## src/pkg/nvc_map.svh

```systemverilog
// Register offsets, field positions, reset values and timing counts of the nv control block.
`ifndef NVC_MAP_SVH
`define NVC_MAP_SVH

// ****************************************
// Register byte offsets
// ****************************************
`define NVC_OFF_CONTROL   8'h00
`define NVC_OFF_KEY       8'h04
`define NVC_OFF_ADDR_LOW  8'h08
`define NVC_OFF_ADDR_HIGH 8'h0C
`define NVC_OFF_DATA_LOW  8'h10
`define NVC_OFF_DATA_HIGH 8'h14

// ****************************************
// Control register fields and reset value
// ****************************************
`define NVC_BIT_READ_START    0
`define NVC_BIT_WRITE_START   1
`define NVC_BIT_WRITE_ENABLE  2
`define NVC_BIT_WRITE_ERROR   3
`define NVC_BIT_ERASE_SELECT  4
`define NVC_BIT_LATCH_ONLY    5
`define NVC_BIT_CONFIG_SPACE  6
`define NVC_BIT_PROGRAM_SPACE 7
`define NVC_CONTROL_RESET     8'h00

// ****************************************
// Unlock pattern and bus answers
// ****************************************
`define NVC_KEY_FIRST  8'h55
`define NVC_KEY_SECOND 8'hAA
`define NVC_RESP_OKAY   2'b00
`define NVC_RESP_SLVERR 2'b10

// ****************************************
// Self-timed program and erase duration
// ****************************************
`define NVC_CLK_PERIOD_NS 40
`define NVC_PROG_TIME_NS  2000
`define NVC_PROG_CYC ((`NVC_PROG_TIME_NS + `NVC_CLK_PERIOD_NS - 1) / `NVC_CLK_PERIOD_NS)

`endif

```

## src/pkg/nvc_pkg.sv

```systemverilog
// Types shared by the nv control block modules.
`default_nettype none
`include "nvc_map.svh"
package nvc_pkg;
	typedef enum logic [1:0] {NVC_OP_LATCH, NVC_OP_WRITE, NVC_OP_ERASE, NVC_OP_ERASE_WRITE} nvc_op_e;
	typedef enum logic [1:0] {NVC_ENG_IDLE, NVC_ENG_ERASE, NVC_ENG_WRITE} nvc_eng_e;
	typedef enum logic [1:0] {NVC_UL_IDLE, NVC_UL_HALF, NVC_UL_OPEN} nvc_ul_e;
	typedef logic [7:0] nvc_byte_t;
endpackage : nvc_pkg
`default_nettype wire

```

## src/pkg/nvc_link_if.sv

```systemverilog
// Internal links between the control block, the unlock checker and the timing engine.
`timescale 1ns/1ps
`default_nettype none
interface nvc_link_if
	import nvc_pkg::*;
	();
	logic      keyWrite;
	nvc_byte_t keyData;
	logic      otherWrite;
	logic      unlocked;
	logic      start;
	nvc_op_e   op;
	logic      abort;
	logic      erasing;
	logic      writing;
	logic      latchStb;
	logic      doneOk;
	logic      doneFault;
	logic      eraseDone;

	modport unl (input keyWrite, keyData, otherWrite, output unlocked);
	modport eng (input start, op, abort,
		output erasing, writing, latchStb, doneOk, doneFault, eraseDone);
endinterface : nvc_link_if
`default_nettype wire

```

## src/design/nvc_unlock.sv

```systemverilog
// Unlock key checker: tracks the two-byte pattern written to the key port.
`timescale 1ns/1ps
`default_nettype none
`include "nvc_map.svh"
module nvc_unlock
	import nvc_pkg::*;
(
	// Clock and reset
	input  wire logic clock,
	input  wire logic reset,
	// Link to the control block
	nvc_link_if.unl   link
);
	typedef struct packed {
		nvc_ul_e state;
	} nvc_ul_s;

	nvc_ul_s r;
	nvc_ul_s next_r;

	always_comb begin
		next_r = r;
		if (link.keyWrite) begin
			if (link.keyData == `NVC_KEY_FIRST) begin
				next_r.state = NVC_UL_HALF;
			end else if (link.keyData == `NVC_KEY_SECOND && r.state == NVC_UL_HALF) begin
				next_r.state = NVC_UL_OPEN;
			end else begin
				next_r.state = NVC_UL_IDLE;
			end
		end else if (link.otherWrite) begin
			next_r.state = NVC_UL_IDLE;
		end
	end

	always_ff @(posedge clock or posedge reset) begin
		if (reset) begin
			r <= '0;
		end else begin
			r <= next_r;
		end
	end

	assign link.unlocked = (r.state == NVC_UL_OPEN);
endmodule : nvc_unlock
`default_nettype wire

```

## src/design/nvc_engine.sv

```systemverilog
// Self-timed engine for latch loads, erases and writes of the memory arrays.
`timescale 1ns/1ps
`default_nettype none
`include "nvc_map.svh"
module nvc_engine
	import nvc_pkg::*;
(
	// Clock and reset
	input  wire logic clock,
	input  wire logic reset,
	// Link to the control block
	nvc_link_if.eng   link
);
	localparam logic [7:0] ProgLast = 8'(`NVC_PROG_CYC - 1);
	localparam int MaxOpCyc = 2 * `NVC_PROG_CYC + 2;

	typedef struct packed {
		nvc_eng_e   state;
		logic [7:0] count;
		nvc_op_e    op;
		logic       latchStb;
		logic       doneOk;
		logic       doneFault;
		logic       eraseDone;
	} nvc_eng_s;

	nvc_eng_s r;
	nvc_eng_s next_r;

	always_comb begin
		next_r = r;
		next_r.latchStb = 1'b0;
		next_r.doneOk = 1'b0;
		next_r.doneFault = 1'b0;
		next_r.eraseDone = 1'b0;
		case (r.state)
			NVC_ENG_IDLE: begin
				if (link.start) begin
					next_r.op = link.op;
					next_r.count = ProgLast;
					case (link.op)
						NVC_OP_LATCH: begin
							next_r.latchStb = 1'b1;
							next_r.doneOk = 1'b1;
						end
						NVC_OP_WRITE: next_r.state = NVC_ENG_WRITE;
						default: next_r.state = NVC_ENG_ERASE;
					endcase
				end
			end
			NVC_ENG_ERASE: begin
				if (link.abort) begin
					next_r.state = NVC_ENG_IDLE;
					next_r.doneFault = 1'b1;
				end else if (r.count == '0) begin
					next_r.eraseDone = 1'b1;
					next_r.count = ProgLast;
					if (r.op == NVC_OP_ERASE) begin
						next_r.state = NVC_ENG_IDLE;
						next_r.doneOk = 1'b1;
					end else begin
						next_r.state = NVC_ENG_WRITE;
					end
				end else begin
					next_r.count = r.count - 8'h01;
				end
			end
			NVC_ENG_WRITE: begin
				if (link.abort) begin
					next_r.state = NVC_ENG_IDLE;
					next_r.doneFault = 1'b1;
				end else if (r.count == '0) begin
					next_r.state = NVC_ENG_IDLE;
					next_r.doneOk = 1'b1;
				end else begin
					next_r.count = r.count - 8'h01;
				end
			end
			default: next_r.state = NVC_ENG_IDLE;
		endcase
	end

	always_ff @(posedge clock or posedge reset) begin
		if (reset) begin
			r <= '0;
		end else begin
			r <= next_r;
		end
	end

	assign link.erasing = (r.state == NVC_ENG_ERASE);
	assign link.writing = (r.state == NVC_ENG_WRITE);
	assign link.latchStb = r.latchStb;
	assign link.doneOk = r.doneOk;
	assign link.doneFault = r.doneFault;
	assign link.eraseDone = r.eraseDone;
endmodule : nvc_engine
`default_nettype wire

```

## src/design/nvc_top.sv

```systemverilog
// Nonvolatile memory self-write control with an AXI4-Lite register slave.
//
// Functional notes
// - Improper or aborted sequence sets error flag.
// - Any write-one to write start sets error.
// - Clean completion clears error flag, except under a same-cycle write-one to write start.
// - Key port is write-only, never stored.
// - Key value only decides the unlock.
// - High address 7 bits, high data 6.
// - Erase select makes flash starts erase.
`timescale 1ns/1ps
`default_nettype none
`include "nvc_map.svh"
module nvc_top
	import nvc_pkg::*;
(
	// Clock and reset
	input  wire logic        clock,
	input  wire logic        reset,
	// AXI4-Lite write channels
	input  wire logic        s_axi_awvalid,
	output logic             s_axi_awready,
	input  wire logic [7:0]  s_axi_awaddr,
	input  wire logic        s_axi_wvalid,
	output logic             s_axi_wready,
	input  wire logic [31:0] s_axi_wdata,
	input  wire logic [3:0]  s_axi_wstrb,
	output logic             s_axi_bvalid,
	input  wire logic        s_axi_bready,
	output logic [1:0]       s_axi_bresp,
	// AXI4-Lite read channels
	input  wire logic        s_axi_arvalid,
	output logic             s_axi_arready,
	input  wire logic [7:0]  s_axi_araddr,
	output logic             s_axi_rvalid,
	input  wire logic        s_axi_rready,
	output logic [31:0]      s_axi_rdata,
	output logic [1:0]       s_axi_rresp,
	// Memory array port
	output logic [14:0]      memAddr,
	output logic [13:0]      memWrData,
	input  wire logic [13:0] memRdData,
	output logic             memReadStb,
	output logic             memLatchStb,
	output logic             memEraseActive,
	output logic             memWriteActive,
	// Supply monitor and completion event
	input  wire logic        abortPin,
	output logic             completionIrqSet
);
	typedef struct packed {
		logic       awHeld;
		nvc_byte_t  awAddr;
		logic       wHeld;
		nvc_byte_t  wData;
		logic       wLane;
		logic       bValid;
		logic [1:0] bResp;
		logic       rValid;
		nvc_byte_t  rData;
		logic [1:0] rResp;
		logic       programSpaceSelect;
		logic       configSpaceSelect;
		logic       latchOnlySelect;
		logic       eraseSelect;
		logic       writeErrorFlag;
		logic       writeEnableGate;
		logic       writeStart;
		logic       readStart;
		nvc_byte_t  addrLow;
		logic [6:0] addrHigh;
		nvc_byte_t  dataLow;
		logic [5:0] dataHigh;
		logic       abortMeta;
		logic       abortSync;
		logic       irqSet;
	} nvc_top_s;

	nvc_top_s r;
	nvc_top_s next_r;

	logic    awTake;
	logic    wTake;
	logic    arTake;
	logic    wrDo;
	logic    wrMapped;
	logic    ctrlWr;
	logic    keyWr;
	logic    wrSetTry;
	logic    startNow;
	nvc_op_e opSel;

	nvc_link_if link ();

	// ****************************************
	// Unlock checker and timing engine
	// ****************************************
	nvc_unlock u_unlock (
		.clock (clock),
		.reset (reset),
		.link  (link.unl)
	);

	nvc_engine u_engine (
		.clock (clock),
		.reset (reset),
		.link  (link.eng)
	);

	// ****************************************
	// Register read and decode helpers
	// ****************************************
	function automatic logic isMapped(input nvc_byte_t a);
		isMapped = (a == `NVC_OFF_CONTROL) || (a == `NVC_OFF_KEY) ||
			(a == `NVC_OFF_ADDR_LOW) || (a == `NVC_OFF_ADDR_HIGH) ||
			(a == `NVC_OFF_DATA_LOW) || (a == `NVC_OFF_DATA_HIGH);
	endfunction : isMapped

	function automatic nvc_byte_t readReg(input nvc_byte_t a, input nvc_top_s s);
		readReg = 8'h00;
		case (a)
			`NVC_OFF_CONTROL: begin
				readReg[`NVC_BIT_PROGRAM_SPACE] = s.programSpaceSelect;
				readReg[`NVC_BIT_CONFIG_SPACE] = s.configSpaceSelect;
				readReg[`NVC_BIT_LATCH_ONLY] = s.latchOnlySelect;
				readReg[`NVC_BIT_ERASE_SELECT] = s.eraseSelect;
				readReg[`NVC_BIT_WRITE_ERROR] = s.writeErrorFlag;
				readReg[`NVC_BIT_WRITE_ENABLE] = s.writeEnableGate;
				readReg[`NVC_BIT_WRITE_START] = s.writeStart;
				readReg[`NVC_BIT_READ_START] = s.readStart;
			end
			`NVC_OFF_ADDR_LOW: readReg = s.addrLow;
			`NVC_OFF_ADDR_HIGH: readReg = {1'b0, s.addrHigh};
			`NVC_OFF_DATA_LOW: readReg = s.dataLow;
			`NVC_OFF_DATA_HIGH: readReg = {2'b00, s.dataHigh};
			default: readReg = 8'h00;
		endcase
	endfunction : readReg

	// ****************************************
	// Bus handshakes and write decode
	// ****************************************
	assign s_axi_awready = !r.awHeld && !r.bValid;
	assign s_axi_wready = !r.wHeld && !r.bValid;
	assign s_axi_arready = !r.rValid;
	assign awTake = s_axi_awvalid && s_axi_awready;
	assign wTake = s_axi_wvalid && s_axi_wready;
	assign arTake = s_axi_arvalid && s_axi_arready;
	assign wrDo = r.awHeld && r.wHeld;
	assign wrMapped = isMapped(r.awAddr);
	assign ctrlWr = wrDo && r.wLane && (r.awAddr == `NVC_OFF_CONTROL);
	assign keyWr = wrDo && r.wLane && (r.awAddr == `NVC_OFF_KEY);
	assign wrSetTry = ctrlWr && r.wData[`NVC_BIT_WRITE_START];

	always_comb begin
		if (r.configSpaceSelect || r.programSpaceSelect) begin
			if (r.eraseSelect) begin
				opSel = NVC_OP_ERASE;
			end else if (r.latchOnlySelect) begin
				opSel = NVC_OP_LATCH;
			end else begin
				opSel = NVC_OP_WRITE;
			end
		end else begin
			opSel = NVC_OP_ERASE_WRITE;
		end
	end

	assign startNow = wrSetTry && r.writeEnableGate && link.unlocked &&
		!r.writeStart && !r.readStart;

	assign link.keyWrite = keyWr;
	assign link.keyData = r.wData;
	assign link.otherWrite = wrDo && !keyWr;
	assign link.start = startNow;
	assign link.op = opSel;
	assign link.abort = r.abortSync;

	// ****************************************
	// Next state
	// ****************************************
	always_comb begin
		next_r = r;
		next_r.abortMeta = abortPin;
		next_r.abortSync = r.abortMeta;
		next_r.irqSet = link.doneOk;
		if (awTake) begin
			next_r.awHeld = 1'b1;
			next_r.awAddr = s_axi_awaddr;
		end
		if (wTake) begin
			next_r.wHeld = 1'b1;
			next_r.wData = s_axi_wdata[7:0];
			next_r.wLane = s_axi_wstrb[0];
		end
		if (r.bValid && s_axi_bready) begin
			next_r.bValid = 1'b0;
		end
		if (wrDo) begin
			next_r.awHeld = 1'b0;
			next_r.wHeld = 1'b0;
			next_r.bValid = 1'b1;
			next_r.bResp = wrMapped ? `NVC_RESP_OKAY : `NVC_RESP_SLVERR;
		end
		if (r.rValid && s_axi_rready) begin
			next_r.rValid = 1'b0;
		end
		if (arTake) begin
			next_r.rValid = 1'b1;
			next_r.rData = readReg(s_axi_araddr, r);
			next_r.rResp = isMapped(s_axi_araddr) ? `NVC_RESP_OKAY : `NVC_RESP_SLVERR;
		end
		if (wrDo && r.wLane && !r.writeStart) begin
			case (r.awAddr)
				`NVC_OFF_ADDR_LOW: next_r.addrLow = r.wData;
				`NVC_OFF_ADDR_HIGH: next_r.addrHigh = r.wData[6:0];
				`NVC_OFF_DATA_LOW: next_r.dataLow = r.wData;
				`NVC_OFF_DATA_HIGH: next_r.dataHigh = r.wData[5:0];
				default: next_r.addrLow = r.addrLow;
			endcase
		end
		if (r.readStart) begin
			next_r.readStart = 1'b0;
			next_r.dataLow = memRdData[7:0];
			next_r.dataHigh = memRdData[13:8];
		end
		if (ctrlWr) begin
			next_r.programSpaceSelect = r.wData[`NVC_BIT_PROGRAM_SPACE];
			next_r.configSpaceSelect = r.wData[`NVC_BIT_CONFIG_SPACE];
			next_r.latchOnlySelect = r.wData[`NVC_BIT_LATCH_ONLY];
			next_r.eraseSelect = r.wData[`NVC_BIT_ERASE_SELECT];
			next_r.writeEnableGate = r.wData[`NVC_BIT_WRITE_ENABLE];
			if (!r.wData[`NVC_BIT_WRITE_ERROR]) begin
				next_r.writeErrorFlag = 1'b0;
			end
			if (r.wData[`NVC_BIT_READ_START] && !r.writeStart) begin
				next_r.readStart = 1'b1;
			end
		end
		if (link.eraseDone) begin
			next_r.eraseSelect = 1'b0;
		end
		if (link.doneOk) begin
			next_r.writeErrorFlag = 1'b0;
			next_r.writeStart = 1'b0;
		end
		if (link.doneFault) begin
			next_r.writeStart = 1'b0;
		end
		if (startNow) begin
			next_r.writeStart = 1'b1;
		end
		if (wrSetTry || link.doneFault) begin
			next_r.writeErrorFlag = 1'b1;
		end
	end

	always_ff @(posedge clock or posedge reset) begin
		if (reset) begin
			r <= '0;
		end else begin
			r <= next_r;
		end
	end

	// ****************************************
	// Outputs
	// ****************************************
	assign s_axi_bvalid = r.bValid;
	assign s_axi_bresp = r.bResp;
	assign s_axi_rvalid = r.rValid;
	assign s_axi_rdata = {24'h0000_00, r.rData};
	assign s_axi_rresp = r.rResp;
	assign memAddr = {r.addrHigh, r.addrLow};
	assign memWrData = {r.dataHigh, r.dataLow};
	assign memReadStb = r.readStart;
	assign memLatchStb = link.latchStb;
	assign memEraseActive = link.erasing;
	assign memWriteActive = link.writing;
	assign completionIrqSet = r.irqSet;
endmodule : nvc_top
`default_nettype wire

```

## config.mk

```make
export PLATFORM = sky130hd
export DESIGN_NAME = nvc_top
export DESIGN_NICKNAME = d
export VERILOG_FILES = /design/src/pkg/nvc_pkg.sv /design/src/pkg/nvc_link_if.sv /design/src/design/nvc_unlock.sv /design/src/design/nvc_engine.sv /design/src/design/nvc_top.sv
export VERILOG_INCLUDE_DIRS = /design/src /design/src/pkg
export SDC_FILE = /design/constraint.sdc
export NUM_CORES = 1
export LEC_CHECK = 0
export BUFFER_PORTS_ARGS = -buffer_cell sky130_fd_sc_hd__buf_2
export CAP_MARGIN = 20
export CORE_ASPECT_RATIO = 1.75
export CORE_UTILIZATION = 53
export CTS_CLUSTER_SIZE = 20
export DETAILED_ROUTE_END_ITERATION = 12
export PLACE_DENSITY_LB_ADDON = 0.1
export SYNTH_ARGS = -nofsm -noshare
export SYNTH_HDL_FRONTEND = slang
export SYNTH_SLANG_ARGS = --single-unit
```

## constraint.sdc

```tcl
create_clock -name clock -period 9.6 [get_ports clock]
set_clock_uncertainty 0.2 [all_clocks]
set_input_delay 2.4 -clock clock [delete_from_list [all_inputs] [get_ports clock]]
set_output_delay 2.4 -clock clock [all_outputs]
set_load 0.05 [all_outputs]
```

==> flow_summary.yaml, run 1 <==
finish:
  seq_area_um2: 2230
  drive_above_1_share_pct: 32.2
  multiInputGateArea_um2: 2040
  final_net_count: 581
  syn_to_final_growth_pct: 10.1
  num-fill-cells: 777
  diodes: 0
pwr:
  p_clk_share_pct: 29.6
  p_leak_nw: 2.46
  cellInternalPower_w: 0.000754
  powerDensity_nw_per_um2: 228
  p_sw_w: 0.000447
  ir_drop_uv: 175
  total_power_w: 0.00120
  combPwrFrac_pct: 25.2
  netSwitchingFraction_pct: 37.2
  p_seq_share_pct: 45.2
global_routing:
  grt_pass1_wl_um: 16900
  antenna_found_initial: 0
  grtUsageTotal_pct: 24.0
  grt_pass1_vias: 3440
  grt_max_degree: 56
  overflow: 0
setup_path:
  cp.depth: 1
  cp_num_buf_inv: 1
  r2r_end: "u_engine.r[12]"
  reg2regPathDepth: 7
  critPathMaxFanout: 31
  r2r-start: "u_engine.r[6]"
  start_kind: "register"
  crit_end: "memReadStb"
  slowest_stage: "dfrtp_1"
  slowest_delay_ns: 0.90
  crit_start: "memReadStb"
  worst-r2r-setup-slack_ns: 6.91
  arrival_ns: 1.64
  crit_chain: "buf_2"
  critPathKind: "reg2out"
  end_kind: "output pin"
  cp_top_family: "flip-flops"
  cp_data_required_time_ns: 7.00
clocking:
  clockRootBuffer: "clkbuf_16"
  ctsResizeCount: 0
  htreeDepth: 3
  clock_path_buffers: 2
  cts_setup_buffers: 0
  cts_made_buffers: 9
  insertion_delay_ns: 0.34
  path_clk_slew_ns: 0.06
  hold_buffers: 0
  clock-sinks: 89
  cts_tree: "built"
sta:
  period_share_pct: 44.2
  holdWs_ns: 0.149
  hold_viol: 0
  finalCriticalPeriod_ns: 4.24
  fmax_mhz: 236
  slew_viol_final: 0
  fin_ws_ns: 5.36
  fin_setup_tns_ns: 0
  rsz0062_at_grt: "no"
  setup_viol: 0
  worst_pin_slew_ns: 1.02
  slew_headroom_pct: 31.3
die:
  die_w_um: 73.8
  core_um2: 8730
  die_h_um: 128
  ios: 149
  initial_utilization_pct: 54.7
  die_area_um2: 9410
  fp-row-count: 45
placement:
  gp_congestion: 0.839
  dpl.hpwl_um: 7770
  pre_cts_slack_ns: 5.21
  io_buffers: 95
synthesis:
  netlist_area_um2: 4780
  ys_types: 57
  yosysMostFrequentCell: "dfrtp_1"
  synth_xor_area_share_pct: 0
  yosys.area_share.simple_pct: 12.8
  synth_common_cells: "89 x dfrtp_1, 65 x buf_4, 43 x nand2_1"
  ys_ff_latch: 89
  synth_edf_count: 0
  yosysTopAreaCell: "dfrtp_1"
  syn_inst: 449
  synth-main-ff-cell: "dfrtp_1"
  async_reset_ff_share_pct: 100
  synth_top_family_by_area: "multiplexers"
  synthAdderAreaFrac_pct: 1.57
  synth-compound-area-share_pct: 11.8
  muxShareOfSynthArea_pct: 14.7
  synth-seq-area-share_pct: 46.6
  synth.yosys.warnings: 0
  avgSynthCellArea_um2: 10.6
  synth_top_area_share_pct: 46.6
  netlist_top_cells_area: "dfrtp_1 47%, buf_4 10%, mux2_2 9.0%"
drt:
  post_drt_wl_per_cell_um: 16.8
  viasPerCell: 5.46
  vias: 3401
  drtIter0Drc: 185
  first_pass_iters: 4
  route.antenna.remaining_nets: 0
  drc: 0
  routed_wl_um: 10500
min_path:
  hold_path.class: "reg2reg"
flow_run:
  drv_cap: 0
run_status:
  status: "completed"
-- stage by stage --
stage / util, % / cell area, µm² / instances
final: 60.3 / 5260 / 623
after global routing: 60.3 / 5260 / 623
after CTS: 60.3 / 5260 / 623
after detailed placement: 56.8 / 4950 / 607
after global placement: 56.8 / 4950 / 607
after floorplan: - / 4870 / 474
-- sequential cells by signal, summed over array words and instances (netlist names), 2 cells and up --
signal        flops
memWrData        14
u_unlock.r        2
u_engine.r       12
memAddr          15
link.keyData      8
r                18
s_axi_rdata       8
-- final cells by class --
cell class	instances	share of cell area [%]
sequential	89	42.3
timing repair buffer	96	9.18
tap	117	2.78
clock buffer	10	4.54
inverter	14	1.02
multi-input combinational	291	38.9
clock inverter	6	1.26
-- power groups by stage --
stage	registers [W]	logic, W	clock network (W)
after floorplan	0.000506	0.000289	0
after global placement	0.000546	0.000299	0
after detailed placement	0.000548	0.000305	0
after CTS	0.000542	0.000306	0.000365
after global routing	0.000554	0.000325	0.000379
final	0.000543	0.000303	0.000356
-- logic make-up after synthesis --
kind of cell             Yosys count
AO/OA/AOI/OAI                     84
adder cells (fa/ha/maj)            6
buffers and inverters             94
flip-flops                        89
multiplexers                      65
other                              1
AND/OR/NAND/NOR                  110
-- metal layers --
layer | vias up | wire, µm | track usage [%]
li1 | 1603 | - | -
met1 | 1680 | 4050 | 26.4
met2 | 97 | 5740 | 43.0
met3 | 21 | 330 | 5.05
met4 | 0 | 332 | 11.1
met5 | - | 0 | 0
-- layout by cell type, fill, tap and decap left out, drive strengths merged, types with 2 or more instances in the layout --
| master | netlist | routed |
|---|---|---|
| a21oi | 8 | 8 |
| a22o | 9 | 9 |
| a22oi | 5 | 5 |
| a31oi | 4 | 4 |
| a32o | 4 | 4 |
| a32oi | 2 | 2 |
| and2 | 5 | 5 |
| buf | 68 | 96 |
| clkbuf | 12 | 10 |
| clkinv | 0 | 2 |
| clkinvlp | 0 | 3 |
| conb | 1 | 26 |
| dfrtp | 89 | 89 |
| ha | 6 | 6 |
| inv | 14 | 14 |
| mux2 | 40 | 40 |
| mux2i | 25 | 25 |
| nand2 | 44 | 44 |
| nand2b | 2 | 2 |
| nand3 | 5 | 5 |
| nand3b | 2 | 2 |
| nand4b | 4 | 4 |
| nor2 | 19 | 19 |
| nor2b | 3 | 3 |
| nor3 | 5 | 5 |
| nor3b | 2 | 2 |
| nor4 | 3 | 3 |
| nor4b | 3 | 3 |
| nor4bb | 4 | 4 |
| o21ai | 29 | 29 |
| o21bai | 2 | 2 |
| o22ai | 7 | 7 |
| o31ai | 4 | 4 |
| or2 | 3 | 3 |
| or4 | 3 | 3 |
-- worst min-delay path by stage --
stage / from / endpoint / slack, ns / cells after the start
after floorplan: next_r[1] / link.abort / 0.13 / 0
after global placement: next_r[1] / link.abort / 0.13 / 0
after detailed placement: next_r[1] / link.abort / 0.14 / 0
after CTS: next_r[1] / link.abort / 0.15 / 0
after global routing: next_r[1] / link.abort / 0.15 / 0
final: next_r[1] / link.abort / 0.15 / 0
No activity file was read; power rests on OpenSTA's default activity.
==> inputs of run 2 (changes only) <==
Settings changed: ABC_AREA set to 1, CORE_UTILIZATION 53 to 47.
Clock period 9.6 ns to 3.9 ns, I/O delays scaled along.
==> run 2 against run 1 <==
Final cell count up 29%. Largest power group unchanged. Non-clock buffer count is 1 higher. Sequential power is 110% higher. Flip-flop and latch count unchanged. Critical path depth up 2. Final area rose by 4.9%. Combinational power up 140%. Utilization shrank 6.7 points. Largest cell class unchanged.
==> flow_summary.yaml, run 2 <==
run_status:
  status: "completed"
synthesis:
  async_reset_ff_share_pct: 100
  yosysTopAreaCell: "dfrtp_1"
  ys_types: 38
  synth-main-ff-cell: "dfrtp_1"
  syn_inst: 615
  synth_common_cells: "164 x nand2_1, 89 x dfrtp_1, 68 x nand3_1"
  synth_top_area_share_pct: 44.5
  synth_edf_count: 0
  netlist_top_cells_area: "dfrtp_1 45%, nand2_1 12%, buf_4 10%"
  netlist_area_um2: 5000
  yosysMostFrequentCell: "nand2_1"
  synth-seq-area-share_pct: 44.5
  avgSynthCellArea_um2: 8.13
  ys_ff_latch: 89
  synth.yosys.warnings: 0
finish:
  syn_to_final_growth_pct: 10.3
  mostFrequentLayoutCell: "nand2_1"
  diodes: 0
  drive_above_1_share_pct: 24.7
  top_register: "r"
  final_cell_mix: "164 x nand2_1, 95 x buf_2, 89 x dfrtp_1"
  final_net_count: 751
  num-fill-cells: 1050
  largest_reg_flops: 18
clocking:
  clock-sinks: 89
  htreeDepth: 3
  cts_tree: "built"
  cts_made_buffers: 9
  ctsResizeCount: 0
  cts_setup_buffers: 0
  insertion_delay_ns: 0.34
  clock_path_buffers: 2
  clockRootBuffer: "clkbuf_16"
  hold_buffers: 0
  path_clk_slew_ns: 0.06
die:
  die_area_um2: 11100
  core_um2: 10300
  die_h_um: 138
  fp-row-count: 49
  die_w_um: 80.0
  ios: 149
  initial_utilization_pct: 48.6
setup_path:
  critPathMaxFanout: 9
  r2r-start: "memReadStb"
  critPathKind: "reg2out"
  crit_start: "u_engine.r[15]"
  cp_data_required_time_ns: 2.72
  start_kind: "register"
  end_kind: "output pin"
  arrival_ns: 1.50
drt:
  drc: 0
  drtIter0Drc: 178
  viasPerCell: 5.00
  route.antenna.remaining_nets: 0
  vias: 4013
  post_drt_wl_per_cell_um: 14.8
  routed_wl_um: 11900
  first_pass_iters: 4
pwr:
  p_leak_nw: 2.95
  ir_drop_uv: 470
  powerDensity_nw_per_um2: 508
sta:
  slew_viol_final: 0
  worst_pin_slew_ns: 0.840
  fmax_mhz: 373
  rsz0062_at_grt: "no"
  period_share_pct: 68.7
  fin_setup_tns_ns: 0
  hold_viol: 0
  finalCriticalPeriod_ns: 2.68
  setup_viol: 0
  slew_headroom_pct: 44.0
  holdWs_ns: 0.153
global_routing:
  grt_pass1_vias: 3967
  antenna_found_initial: 0
  overflow: 0
  grt_pass1_wl_um: 19300
  grtUsageTotal_pct: 22.9
  grt_max_degree: 48
placement:
  dpl.hpwl_um: 9140
  gp_congestion: 0.834
  io_buffers: 95
min_path:
  min_from: "next_r[1]"
  hold_path.class: "reg2reg"
flow_run:
  drv_cap: 0
==> run 2: cell count changes after synthesis, moves of 12 or more <==
cell and delta:
mux2i_1 -25, o21ai_2 +14, a21oi_1 +12, inv_2 +12
inv_1 +32, nand2_1 +121, nand3_1 +63, nor2_1 +30
mux2_2 -34
==> run 2: cells by family after synthesis <==
kind of cell               count (synthesis)  synth area share, %
xor gates and xnor gates                   3                0.525
muxes                                      4                0.901
and+or+nand+nor                          318                 29.5
DFF                                       89                 44.5
AOI/OAI and AO/OA                         59                 7.53
adders and majority gates                  6                 1.50
buffers and inverters                    135                 15.4
other                                      1               0.0750
==> run 2: worst paths after layout <==
check,slack [ns],to,depth (start not counted)
worst max-delay path,1.22,memEraseActive,3
worst min register to register,0.15,link.abort,0
max in group asynchronous,2.22,r[33],3
worst max register to register,1.72,u_engine.r[11],9
min in group asynchronous,0.57,memWrData[4],2
worst min-delay path,0.15,link.abort,0
==> run 2: metal layers <==
layer	global-route usage, %	vias to the layer above	wire (µm)	part of all wire [%]
met1	24.7	1885	4470	38
met2	41.2	107	6630	56
met5	0	-	0	0
met4	11.5	0	362	3.0
met3	4.49	20	431	3.6
li1	-	2001	-	-
==> run 2: cell type report <==
class                   instances  area (µm²)  share of cell area (%)
multi-input cells             416        2100                    38.0
flip-flops and latches         89        2230                    40.4
inverters                      58         219                    3.97
well taps                     127         159                    2.88
clock inverters                 6        82.6                    1.50
repair buffers                 97         503                    9.12
clock buffers                  10         229                    4.15
==> run 2: where the power goes <==
part	leakage (nW)	switching, W	internal [W]
sequential	1.11	0.000104	0.00106
combinational	1.69	0.000565	0.000164
clock	0.152	0.000355	0.000558
==> run 2: worst max-delay path, cell delays in order, from the launching register on <==
cell and delay, ns:
dfrtp_1 0.42, inv_1 0.09, ha_1 0.33, buf_2 0.33
==> run 2: stage by stage <==
stage | area, µm² | worst slack [ns] | cells | power, W | utilization [%]
2_1_floorplan | 5090 | 0.418 | 640 | 0.00178 | -
6_report | 5520 | 1.22 | 803 | 0.00280 | 53.6
3_5_place_dp | 5200 | 1.36 | 787 | 0.00192 | 50.5
5_1_grt | 5520 | 1.17 | 803 | 0.00294 | 53.6
3_3_place_gp | 5200 | 1.39 | 787 | 0.00190 | 50.5
4_1_cts | 5520 | 1.22 | 803 | 0.00284 | 53.6
==> inputs of run 3 (changes only) <==
Settings changed: CORE_UTILIZATION 47 to 52.
Clock period 3.9 ns to 2.5 ns, I/O delays scaled along.
==> run 3 against run 2 <==
Utilization increased by 5.7 points. Die area decreased by 9.4%. Sequential power increased by 57%. Critical path type unchanged. Total power increased by 59%. Clock power increased by 62%. Critical path depth unchanged. Via count increased by 1.0%. Sequential share of layout area decreased by 0.44 points. Non-clock buffer count increased by 5.
==> flow_summary.yaml, run 3 (synthesis gave the netlist of run 2 again) <==
die:
  fp-row-count: 47
  ios: 149
  core_um2: 9410
  die_area_um2: 10000
  initial_utilization_pct: 53.2
  die_h_um: 132
  die_w_um: 76.1
pwr:
  ir_drop_uv: 701
  powerDensity_nw_per_um2: 797
  p_leak_nw: 2.97
sta:
  rsz0062_at_grt: "no"
  fmax_mhz: 432
  hold_viol: 0
  period_share_pct: 92.6
  slew_headroom_pct: 62.6
  holdWs_ns: 0.127
  finalCriticalPeriod_ns: 2.32
  worst_pin_slew_ns: 0.560
  setup_viol: 0
  slew_viol_final: 0
  fin_setup_tns_ns: 0
clocking:
  cts_tree: "built"
  cts_made_buffers: 9
  insertion_delay_ns: 0.35
  clockRootBuffer: "clkbuf_16"
  clock_path_buffers: 2
  htreeDepth: 3
  ctsResizeCount: 0
  hold_buffers: 0
  path_clk_slew_ns: 0.07
  cts_setup_buffers: 0
  clock-sinks: 89
finish:
  diodes: 0
  final_net_count: 756
  num-fill-cells: 901
  multiInputGateArea_um2: 2100
  seq_area_um2: 2230
  syn_to_final_growth_pct: 11.5
  largest_reg_flops: 18
  drive_above_1_share_pct: 25.4
  final_cell_mix: "164 x nand2_1, 95 x buf_2, 89 x dfrtp_1"
  stdcell_count: 803
  mostFrequentLayoutCell: "nand2_1"
  top_register: "r"
setup_path:
  end_kind: "output pin"
  arrival_ns: 1.49
  critPathKind: "reg2out"
  r2r-start: "u_engine.r[15]"
  crit_end: "memEraseActive"
  start_kind: "register"
  r2r_end: "u_engine.r[9]"
  worst-r2r-setup-slack_ns: 0.56
  critPathMaxFanout: 9
  crit_start: "u_engine.r[15]"
  reg2regPathDepth: 8
  cp_data_required_time_ns: 1.67
drt:
  first_pass_iters: 6
  routed_wl_um: 11900
  drtIter0Drc: 224
  post_drt_wl_per_cell_um: 14.8
  route.antenna.remaining_nets: 0
  viasPerCell: 5.05
  drc: 0
  vias: 4054
global_routing:
  grt_max_degree: 33
  antenna_found_initial: 0
  top_usage_layer: "met2"
  grt.met3_usage_pct: 4.43
  grtUsageTotal_pct: 25.0
  use_met2_pct: 46.5
  overflow: 0
  grt_pass1_wl_um: 19400
  grt_pass1_vias: 4049
  grtUsageMet1_pct: 27.0
min_path:
  hold_path.class: "in2async"
placement:
  io_buffers: 95
  gp_congestion: 0.831
  dpl.hpwl_um: 9050
  placed_cells: 787
run_status:
  status: "completed"
flow_run:
  drv_cap: 0
[run 3: final cells by class]
type,count,area share [%]
multi-input combinational,416,37.6
tap,122,2.74
timing repair buffer,102,9.91
sequential,89,39.9
clock inverter,7,1.82
inverter,58,3.97
clock buffer,9,4.04
[run 3: critical path: stages, from the launching register on]
cell	delay, ns
dfrtp_1	0.41
inv_1	0.09
ha_1	0.32
buf_2	0.33
[run 3: routing by layer]
layer	vias to the layer above	part of all wire [%]
met5	-	0
met4	0	2.8
met3	21	4.1
met2	123	55
met1	1906	39
li1	2004	-
[run 3: stage by stage]
stage               area (µm²)  power (W)  setup slack, ns  util (%)
floorplan                 5100    0.00277            0.127         -
global placement          5250    0.00296            0.371      55.8
detailed placement        5250    0.00299            0.347      55.8
CTS                       5580    0.00447            0.173      59.3
global route              5580    0.00464           0.0915      59.3
finish                    5580    0.00445            0.184      59.3
[run 3: report_power, final]
group	leakage (nW)	internal (W)	switching [W]
clock	0.153	0.000884	0.000598
combinational	1.71	0.000267	0.000881
sequential	1.11	0.00165	0.000167
total	2.97	0.00280	0.00165
[run 3: how the worst min path moves through the flow]
stage | start | end | slack (ns) | cells after the start
after floorplan | next_r[1] | link.abort | 0.13 | 0
after global placement | next_r[1] | link.abort | 0.13 | 0
after detailed placement | next_r[1] | link.abort | 0.14 | 0
after CTS | reset | u_unlock.r[1] | 0.14 | 2
after global routing | reset | u_unlock.r[1] | 0.16 | 2
final | reset | u_unlock.r[1] | 0.13 | 2
